===== src/hw/fic_pkg.sv =====
// How it works
// Indicator pin pulls low on a failure condition or on a host request.
// Below the indicator supply threshold the pin stays released and cannot activate.
// Off in init until the init time-out, on in fail-safe, held elsewhere; normal mode needs watchdog then release.
// Init time-out expiring before init is left activates the indicator.
// Normal mode watchdog failure activates: first in config 1/2, second in 3/4.
// Restart mode reset-line short to supply or ground activates the indicator.
// Host switch-on accepted only in normal mode, then held in every mode except init, which clears it.
// A host-made activation is released only by a host release command or by entering init mode.
// Failure activation released in normal after restart, watchdog trigger, then release.
// Regulator below reset level with battery above supervision level too long is a time-out.
// Reset and battery supervision levels each pick one of three settings.
// Regulator time-out enters fail-safe and activates the indicator if supply allows.
// Strap grounded starts development mode; open or high starts normal operation.
// Strap pull-up enabled only during init mode.
// Strap watched through init; development mode only if low for all of it.
// Development mode stays latched until the device passes through off.
// Both time-outs are parameterised counters on the device clock.
package fic_pkg;
  // ==========================================================
  // Timing
  // ==========================================================
  localparam int unsigned CLK_HZ            = 40_000_000;
  localparam int unsigned INIT_TIMEOUT_MS   = 256;
  localparam int unsigned REG_UV_TIMEOUT_MS = 1024;
  localparam int unsigned INIT_TIMEOUT_CYC  = INIT_TIMEOUT_MS * (CLK_HZ / 1000);
  localparam int unsigned REG_UV_CYC        = REG_UV_TIMEOUT_MS * (CLK_HZ / 1000);
  localparam int unsigned CNT_W             = 32;
  // ==========================================================
  // Modes and levels
  // ==========================================================
  typedef enum logic [2:0] {
    FIC_OFF, FIC_INIT, FIC_NORMAL, FIC_STOP, FIC_SLEEP, FIC_RESTART, FIC_FAILSAFE, FIC_FLASH
  } fic_mode_type;
  localparam logic [1:0] LEVEL_SEL_RST = 2'h0;
  localparam logic       DEV_MODE_RST  = 1'b0;
endpackage : fic_pkg


===== src/hw/fic_tmo_if.sv =====
interface fic_tmo_if;
  logic run;
  logic expired;
  modport ctl (output run, input expired);
  modport cnt (input run, output expired);
endinterface : fic_tmo_if


===== src/hw/fic_timer.sv =====
module fic_timer #(
  parameter int unsigned LIMIT = 100
) (
  // Clock and reset
  input  wire logic ref_clk,
  input  wire logic rst_b,
  // Control
  fic_tmo_if.cnt    tmo
);
  import fic_pkg::*;
  logic [CNT_W-1:0] cnt_r;
  wire              at_limit = (cnt_r >= CNT_W'(LIMIT));
  // Counter restarts whenever the condition drops, so only an unbroken run expires.
  always_ff @(posedge ref_clk or negedge rst_b) begin
    if (!rst_b) begin
      cnt_r <= '0;
    end else if (!tmo.run) begin
      cnt_r <= '0;
    end else if (!at_limit) begin
      cnt_r <= cnt_r + CNT_W'(1);
    end
  end
  assign tmo.expired = tmo.run && at_limit;
endmodule : fic_timer


===== src/hw/fic_sync.sv =====
module fic_sync (
  // Clock and reset
  input  wire logic ref_clk,
  input  wire logic rst_b,
  // Data
  input  wire logic d,
  output logic      q
);
  logic s1_r;
  logic s2_r;
  logic s3_r;
  always_ff @(posedge ref_clk or negedge rst_b) begin
    if (!rst_b) begin
      s1_r <= 1'b1;
      s2_r <= 1'b1;
      s3_r <= 1'b1;
      q    <= 1'b1;
    end else begin
      s1_r <= d;
      s2_r <= s1_r;
      s3_r <= s2_r;
      if (s2_r == s3_r) begin
        q <= s3_r;
      end
    end
  end
endmodule : fic_sync


===== src/hw/fic_top.sv =====
module fic_top #(
  parameter int unsigned INIT_CYC = fic_pkg::INIT_TIMEOUT_CYC,
  parameter int unsigned UV_CYC   = fic_pkg::REG_UV_CYC
) (
  // Clock and reset
  input  wire logic                  ref_clk,
  input  wire logic                  rst_b,
  // Device state
  input  wire fic_pkg::fic_mode_type mode,
  input  wire logic                  cfg_two_fail,
  input  wire logic                  init_exit,
  // Failure events
  input  wire logic                  wd_fail,
  input  wire logic                  wd_trigger_ok,
  input  wire logic                  rst_short_vcc,
  input  wire logic                  rst_short_gnd,
  input  wire logic                  thermal_sd,
  // Host commands
  input  wire logic                  spi_ind_on,
  input  wire logic                  spi_ind_off,
  // Analogue comparators
  input  wire logic                  supply_ok,
  input  wire logic [2:0]            reg_below_rt,
  input  wire logic [2:0]            batt_above_sth,
  input  wire logic [1:0]            level_sel,
  // Strap pin
  input  wire logic                  strap_in,
  output logic                       strap_pullup_en,
  // Indicator pin
  output logic                       ind_b_o,
  output logic                       ind_b_oe,
  // Status
  output logic                       uv_timeout,
  output logic                       fail_active,
  output logic                       spi_active,
  output logic                       software_dev_mode
);
  import fic_pkg::*;

  // ==========================================================
  // Input conditioning
  // ==========================================================
  logic strap_s;
  logic supply_s;
  logic uv_cond_s;
  logic uv_cond_raw;
  logic [1:0] sel;
  logic release_ok_r;
  logic wd_cnt_r;
  logic was_restart_r;
  logic strap_low_r;
  logic init_seen_r;
  logic fail_nxt;
  logic spi_nxt;
  fic_tmo_if init_tmo ();
  fic_tmo_if uv_tmo ();

  fic_sync u_strap (.ref_clk(ref_clk), .rst_b(rst_b), .d(strap_in), .q(strap_s));
  fic_sync u_supply (.ref_clk(ref_clk), .rst_b(rst_b), .d(supply_ok), .q(supply_s));
  fic_sync u_uv (.ref_clk(ref_clk), .rst_b(rst_b), .d(uv_cond_raw), .q(uv_cond_s));

  // A reserved level code falls back to the default level.
  assign sel         = (level_sel == 2'h3) ? LEVEL_SEL_RST : level_sel;
  assign uv_cond_raw = reg_below_rt[sel] & batt_above_sth[sel];

  // ==========================================================
  // Time-outs
  // ==========================================================
  assign init_tmo.run = (mode == FIC_INIT);
  assign uv_tmo.run   = uv_cond_s;
  fic_timer #(.LIMIT(INIT_CYC)) u_init_tmr (.ref_clk(ref_clk), .rst_b(rst_b), .tmo(init_tmo.cnt));
  fic_timer #(.LIMIT(UV_CYC)) u_uv_tmr (.ref_clk(ref_clk), .rst_b(rst_b), .tmo(uv_tmo.cnt));
  assign uv_timeout = uv_tmo.expired;

  // ==========================================================
  // Failure activation
  // ==========================================================
  wire wd_hit   = (mode == FIC_NORMAL) && wd_fail && (!cfg_two_fail || wd_cnt_r);
  wire rst_hit  = (mode == FIC_RESTART) && (rst_short_vcc || rst_short_gnd);
  wire fail_set = init_tmo.expired || wd_hit || rst_hit || uv_tmo.expired ||
                  thermal_sd || (mode == FIC_FAILSAFE);
  wire fail_clr = (mode == FIC_NORMAL) && release_ok_r && spi_ind_off;
  wire spi_set  = (mode == FIC_NORMAL) && spi_ind_on;
  wire spi_clr  = spi_ind_off;

  // Set is listed last so outside init mode a clear in the same cycle never loses an event.
  assign fail_nxt = (mode == FIC_INIT) ? init_tmo.expired : ((fail_active && !fail_clr) || fail_set);
  assign spi_nxt  = (mode == FIC_INIT) ? 1'b0 : ((spi_active && !spi_clr) || spi_set);

  always_ff @(posedge ref_clk or negedge rst_b) begin
    if (!rst_b) begin
      fail_active   <= 1'b0;
      spi_active    <= 1'b0;
      wd_cnt_r      <= 1'b0;
      was_restart_r <= 1'b0;
      release_ok_r  <= 1'b0;
    end else begin
      fail_active <= fail_nxt;
      spi_active  <= spi_nxt;
      if (mode != FIC_NORMAL) begin
        wd_cnt_r <= 1'b0;
      end else if (wd_fail) begin
        wd_cnt_r <= 1'b1;
      end
      if (mode == FIC_RESTART) begin
        was_restart_r <= 1'b1;
        release_ok_r  <= 1'b0;
      end else if (fail_clr) begin
        was_restart_r <= 1'b0;
        release_ok_r  <= 1'b0;
      end else if (mode == FIC_NORMAL && was_restart_r && wd_trigger_ok) begin
        release_ok_r <= 1'b1;
      end
    end
  end

  // Open-drain: drive low only while active and the supply lets the stage work.
  assign ind_b_o  = 1'b0;
  assign ind_b_oe = (fail_active || spi_active) && supply_s;

  // ==========================================================
  // Development strap
  // ==========================================================
  assign strap_pullup_en = (mode == FIC_INIT);

  always_ff @(posedge ref_clk or negedge rst_b) begin
    if (!rst_b) begin
      strap_low_r       <= 1'b1;
      init_seen_r       <= 1'b0;
      software_dev_mode <= DEV_MODE_RST;
    end else if (mode == FIC_OFF) begin
      strap_low_r       <= 1'b1;
      init_seen_r       <= 1'b0;
      software_dev_mode <= DEV_MODE_RST;
    end else if (mode == FIC_INIT && !init_seen_r) begin
      strap_low_r <= strap_low_r && !strap_s;
      if (init_exit) begin
        init_seen_r       <= 1'b1;
        software_dev_mode <= strap_low_r && !strap_s;
      end
    end
  end
endmodule : fic_top


===== config.mk =====
export PLATFORM = sky130hd
export DESIGN_NAME = fic_top
export DESIGN_NICKNAME = d
export VERILOG_FILES = /design/src/hw/fic_pkg.sv /design/src/hw/fic_tmo_if.sv /design/src/hw/fic_timer.sv /design/src/hw/fic_sync.sv /design/src/hw/fic_top.sv
export SDC_FILE = /design/constraint.sdc
export NUM_CORES = 1
export LEC_CHECK = 0
export ABC_AREA = 1
export BUFFER_PORTS_ARGS = -buffer_cell sky130_fd_sc_hd__buf_2
export CAP_MARGIN = 20
export CORE_AREA = 3 3 96 98
export CTS_BUF_LIST = sky130_fd_sc_hd__clkbuf_4 sky130_fd_sc_hd__clkbuf_8
export DETAILED_ROUTE_END_ITERATION = 6
export DIE_AREA = 0 0 99 101
export PLACE_DENSITY = 0.81
export SKIP_CTS_REPAIR_TIMING = 1
export SYNTH_ARGS = -nofsm -noshare
export SYNTH_HDL_FRONTEND = slang
export SYNTH_HIERARCHICAL = 1
export SYNTH_SLANG_ARGS = --single-unit

===== constraint.sdc =====
create_clock -name ref_clk -period 1.6 [get_ports ref_clk]
set_input_delay 0.32 -clock ref_clk [delete_from_list [all_inputs] [get_ports ref_clk]]
set_output_delay 0.32 -clock ref_clk [all_outputs]
set_load 0.005 [all_outputs]

==> results_dict.tcl, run 1 <==
set metrics [dict create \
    ant_nets 0 \
    drv_slew 0 \
    cts_root_buf "clkbuf_8" \
    path_max_fanout 6 \
    row_count 34 \
    cts_sinks 84 \
    grt_start_max_net_pins 27 \
    fin_skew_ps 11.36 \
    endpoint_kind "primary output" \
    hold_path_depth 1 \
    fin_crit_sh_pct 115.2 \
    fp.dieH_um 101 \
    dp_hpwl_um 7535 \
    fmax_mhz 542.6 \
    drt-initial-drc-count 287 \
    critical_path_arrival_ps 1520 \
    num_vias 4390 \
    cts_tree "yes" \
    synth_top_family_by_area "simple AND/OR/NAND/NOR gates" \
    fin_tns_setup_ps -307.3 \
    power.density_nw_per_um2 683.9 \
    grt_pass1_vias 3997 \
    path_cells "inv_2 > nand2_2 > nor2_2 > nand2_1 > nand2_2 > nand2_4 > nand2_8 > nand2_8 > clkinv_4 > buf_6" \
    synth_seq_cells 84 \
    place_area_um2 5164 \
    worstReg2RegEnd "fail_active$_DFF_PN0_" \
    r2r_start "u_uv_tmr/cnt_r[22]$_DFFE_PN0P_" \
    setup_violations 2 \
    wl_per_cell_um 12.83 \
    hp-start "strap_in" \
    use_met1_pct 28.02 \
    ys.warnings.count 6 \
    yosys.area_share.simple_pct 39.24 \
    syn_nets 679 \
    ys_seq_area_share_pct 44.74 \
    critPathBufInv 3 \
    clockBufferDepth 2 \
    antenna_found_initial 0 \
    port_buffers 29 \
    required_ps 1280 \
    gr-usage-met3_pct 3.668 \
    syn_inst 651 \
    vdd.ir_drop.worst_v 0.0005256 \
    drive_gt1_share_pct 20.33 \
    worst-path-stages 10 \
    p_leak_nw 2.827 \
    via_per_inst 5.220 \
    synthXorXnorAreaFrac_pct 3.145 \
    first_pass_iters 5 \
    core-area_um2 8551 \
    synth.distinct_cells 36 \
    place.gp.congestion 0.9083 \
    setup_ws_ps -243.0 \
    cts.reportedPaths.clkPinSlew_ps 90 \
    cts_buffers 9 \
    globalRoute.totalOverflow 0 \
    place_inst 803 \
    num_antenna_cells 0 \
    reg_top3 "u_init_tmr/cnt_r (32), u_uv_tmr/cnt_r (32)" \
    syn_area_um2 4735 \
    drc_errors 0 \
    crit_family "simple AND/OR/NAND/NOR gates" \
    outcome "finished, violations left" \
    critPathMaxStageDelay_ps 410 \
    drt_wl_total_um 10790 \
    final_cell_count_no_fill 841 \
    grt_pass1_wl_um 17330 \
    min_period_ps 1843 \
    violations "setup timing" \
    post-route-util_pct 65.74 \
    synth_area_per_cell_um2 7.273 \
    r2r_setup_slack_ps -60 \
    start_util_pct 55.37 \
    holdPathEnd "u_strap/s1_r$_DFF_PN1_" \
    track_usage_pct 21.12 \
    synth-compound-area-share_pct 3.990 \
    synth_fa_ha_area_share_pct 1.057 \
    criticalPathCategory "reg -> out" \
    rsz0062_at_grt "yes" \
    hp-class "in -> reg" \
    crit_path_start_kind "flop" \
    use_met2_pct 34.87 \
    worst_hold_slack_ps 57.63 \
    io-pin-count 31 \
    die_w_um 99 \
    fin_area_um2 5622 \
    worstSkewPairLatency_ps 350 \
    rr_worst_depth 15 \
    design.die.area_um2 9999 \
    area_growth_pct 18.74 \
    nFillCells 691 \
    drv_cap 0 \
    h-tree-depth 3 \
    synthMuxAreaShare_pct 0 \
    hold_viol 0 \
    busiest_layer "met2" \
    nets 756 \
    cp_slowest_cell "dfrtp_1" \
]
worst max-delay path by stage:
stage	startpoint	endpoint	slack (ps)
5_1_grt	u_uv_tmr/cnt_r[23]$_DFFE_PN0P_	uv_timeout	-340
2_1_floorplan	u_uv_tmr/cnt_r[16]$_DFFE_PN0P_	fail_active$_DFF_PN0_	20
3_3_place_gp	u_init_tmr/cnt_r[2]$_DFFE_PN0P_	u_init_tmr/cnt_r[23]$_DFFE_PN0P_	-30
4_1_cts	u_uv_tmr/cnt_r[23]$_DFFE_PN0P_	uv_timeout	-300
6_report	u_uv_tmr/cnt_r[23]$_DFFE_PN0P_	uv_timeout	-240
3_5_place_dp	u_init_tmr/cnt_r[2]$_DFFE_PN0P_	u_init_tmr/cnt_r[23]$_DFFE_PN0P_	-10
worst register-to-register path: cells and delay by family, from the launching register on:
kind | cells | cell delay [ps]
AND/OR/NAND/NOR | 13 | 940
flip-flops | 1 | 410
buffers and inverters | 2 | 200
synth_stat cells:
cell type	n	share of area, %
nor3_2	1	0.21
nor2_1	110	8.7
nor2_4	3	0.71
buf_2	3	0.32
o21ai_0	9	0.95
o21ai_1	3	0.32
nor2_2	8	1.1
inv_2	1	0.079
nand4_1	24	3.2
a31oi_1	1	0.13
nand3_1	48	5.1
and2_1	2	0.26
o22ai_1	1	0.13
a21oi_1	17	1.8
xor2_1	16	3.0
o2bb2ai_1	1	0.19
o21a_1	2	0.32
dfstp_2	13	7.2
nand2_1	216	17
ha_1	4	1.1
xnor2_1	1	0.19
nor3_1	2	0.21
conb_1	1	0.079
buf_1	1	0.079
o21bai_1	1	0.16
clkbuf_1	3	0.24
nand3_2	4	0.85
buf_4	2	0.32
dfrtp_1	71	38
nand2_2	3	0.40
buf_6	5	1.2
inv_1	68	5.4
inv_4	1	0.13
nand2_4	2	0.48
nand2_8	2	0.85
or2_2	1	0.13
power by group:
group / leakage (nW) / internal [mW] / switching (mW)
sequential: 1.11 / 2.19 / 0.0363
clock: 0.0857 / 0.581 / 0.776
combinational: 1.64 / 0.0967 / 0.165
total: 2.83 / 2.87 / 0.977
layout make-up:
class | count | area, um2 | share of cell area (%)
multi-input combinational | 484 | 2340 | 41.62
sequential | 84 | 2126 | 37.81
timing repair buffer | 79 | 576.8 | 10.26
inverter | 70 | 270.3 | 4.807
tap | 108 | 135.1 | 2.404
clock buffer | 10 | 131.4 | 2.337
clock inverter | 6 | 42.54 | 0.7567
cells in the final DEF, fill, tap and decap left out, drive strengths merged:
cell / n
o22ai: 1
o21ai: 12
buf: 78
or2: 1
clkbuf: 10
nand4: 24
xor2: 16
a31oi: 1
nor2: 121
and2: 2
nand2: 224
clkinvlp: 2
xnor2: 1
dfrtp: 71
dlygate4sd3: 1
clkinv: 5
dfstp: 13
a21oi: 17
conb: 1
o21bai: 1
nand3: 52
ha: 4
inv: 69
nor3: 3
o2bb2ai: 1
o21a: 2
per-layer routing:
layer | up-vias | part of all wire, %
li1 | 2192 | -
met1 | 2028 | 43
met2 | 154 | 49
met3 | 16 | 6.8
met4 | 0 | 1.3
met5 | - | 0
per-stage QoR:
step	power (mW)	setup WS, ps
detailed placement	2.525	-10.55
floorplan	2.382	15.54
global route	4.012	-337.1
global placement	2.511	-28.47
finish	3.845	-243.0
CTS	3.874	-302.3
logic make-up (layout without fill, tap and decap cells):
group | count (synthesis) | after routing
other cells | 1 | 1
simple gates | 426 | 427
xor+xnor | 17 | 17
fa+ha+maj | 4 | 4
compound gates | 35 | 35
buf+inv | 84 | 165
flops | 84 | 84
No activity file was read; power rests on OpenSTA's default activity.
==> run 2: changes to the inputs <==
Settings changed: CORE_AREA 3 3 96 98 to 3 3 110 85, DIE_AREA 0 0 99 101 to 0 0 113 88, PLACE_DENSITY 0.81 to 0.82.
==> run 2 against run 1 <==
  * The flow still finishes with violations (setup timing)
  * Critical endpoint unchanged
  * Highest routed layer unchanged
  * Final cell count shrank 1.8%
  * Combinational power is essentially flat
  * Wire length grew 3.5%
  * Worst hold slack gained 1.4 ps
  * Critical path type unchanged
  * Clock-buffer cell count grew 1
  * Global-route usage grew 1.0 points
  * Fmax grew 3.2%
==> results_dict.tcl, run 2 (synthesis gave the netlist of run 1 again) <==
set metrics [dict create \
    place.gp.congestion 0.9086 \
    drv_slew 0 \
    drive_gt1_share_pct 17.69 \
    cts_sinks 84 \
    row_count 29 \
    fin_skew_ps 8.911 \
    violations "setup timing" \
    first_pass_iters 5 \
    cts.reportedPaths.clkPinSlew_ps 90 \
    r2r_setup_slack_ps 0 \
    start_util_pct 56.24 \
    dp_hpwl_um 7938 \
    drc_errors 0 \
    crit_path_start_kind "flop" \
    cts_root_buf "clkbuf_8" \
    vdd.ir_drop.worst_v 0.0007622 \
    num_vias 4344 \
    path_max_fanout 3 \
    post-route-util_pct 65.68 \
    globalRoute.totalOverflow 0 \
    p_leak_nw 2.776 \
    min_period_ps 1786 \
    design.die.area_um2 9944 \
    use_met2_pct 33.49 \
    gr-usage-met3_pct 4.420 \
    io-pin-count 31 \
    via_per_inst 5.259 \
    ant_nets 0 \
    worstSkewPairLatency_ps 350 \
    antenna_found_initial 0 \
    drv_cap 0 \
    use_met1_pct 32.66 \
    power.density_nw_per_um2 758.1 \
    grt_pass1_wl_um 17710 \
    drt_wl_total_um 11170 \
    drt-initial-drc-count 443 \
    num_antenna_cells 0 \
    rsz0062_at_grt "yes" \
    setup_violations 1 \
    core-area_um2 8418 \
    clockBufferDepth 2 \
    finalPower_mw 4.192 \
    hp-start "supply_ok" \
    track_usage_pct 22.15 \
    final_cell_mix "nand2_1 (214), nor2_1 (108), dfrtp_1 (70), inv_1 (67), nand3_1 (48)" \
    hold_path_depth 1 \
    nets 741 \
    h-tree-depth 3 \
    fp.dieH_um 88 \
    hp-class "in -> reg" \
    r2r_start "u_uv_tmr/cnt_r[19]$_DFFE_PN0P_" \
    outcome "finished, violations left" \
    final_cell_count_no_fill 826 \
    final_common_cell "nand2_1" \
    cts_buffers 9 \
    rr_worst_depth 15 \
    grt_start_max_net_pins 35 \
    area_growth_pct 16.78 \
    cts_tree "yes" \
    hold_viol 0 \
    nFillCells 683 \
    fmax_mhz 559.9 \
    fin_crit_sh_pct 111.6 \
    critPathLaunch "u_uv_tmr/cnt_r[23]$_DFFE_PN0P_" \
    holdPathEnd "u_supply/s1_r$_DFF_PN1_" \
    wl_per_cell_um 13.52 \
    busiest_layer "met2" \
    worstReg2RegEnd "fail_active$_DFF_PN0_" \
    setup_ws_ps -186.0 \
    place_inst 798 \
    endpoint_kind "primary output" \
    critical_path_arrival_ps 1470 \
    pre_cts_ws_ps 39.77 \
    port_buffers 29 \
    die_w_um 113 \
    reg_top3 "u_init_tmr/cnt_r (32), u_uv_tmr/cnt_r (32)" \
    grt_pass1_vias 3851 \
    required_ps 1280 \
    criticalPathCategory "reg -> out" \
]
==> run 2: worst max path at each step <==
stage | slack [ps] | to | cells past startpoint
final | -190 | uv_timeout | 10
after global routing | -280 | uv_timeout | 10
after CTS | -260 | uv_timeout | 10
after detailed placement | 40 | fail_active$_DFF_PN0_ | 14
after global placement | 60 | u_init_tmr/cnt_r[23]$_DFFE_PN0P_ | 8
after floorplan | 20 | fail_active$_DFF_PN0_ | 15
==> run 2: cell type report <==
cell class	instances	area, um2	area share [%]
Inverter	70	277.8	5.024
Clock buffer	11	138.9	2.512
Sequential cell	84	2120	38.33
Tap cell	108	135.1	2.444
Clock inverter	5	85.08	1.539
Timing Repair Buffer	65	476.7	8.622
Multi-Input combinational cell	483	2296	41.53
==> run 2: power breakdown <==
part | total [mW] | switching (mW) | internal (mW)
registers | 2.23 | 0.0419 | 2.19
clock network | 1.70 | 0.777 | 0.923
logic | 0.259 | 0.167 | 0.0921
total | 4.19 | 0.986 | 3.21
==> run 2: metrics by stage <==
step / cell area (um2) / hold slack, ps / TNS [ps]
after floorplan: 4740 / 24.41 / 0
after global placement: 5139 / 234.3 / 0
after detailed placement: 5139 / 232.3 / 0
after CTS: 5363 / -156.9 / -264.9
after global routing: 5529 / 47.27 / -541.6
final: 5529 / 59.07 / -186.0
==> run 2: critical path, cell delays in order (launching register included) <==
cell and delay, ps:
dfrtp_1 390, inv_2 80, nand2_1 50, nor2_1 80, nand2_1 60, nand2_2 80
nand2_4 70, nand2_8 100, nand2_8 50, inv_4 60, buf_6 80
==> run 2: metal layers <==
metal  vias up  share of wire (%)
met2       179                 43
met1      1992                 47
met3        18                8.4
met4         0                1.3
met5         -                  0
li1       2155                  -
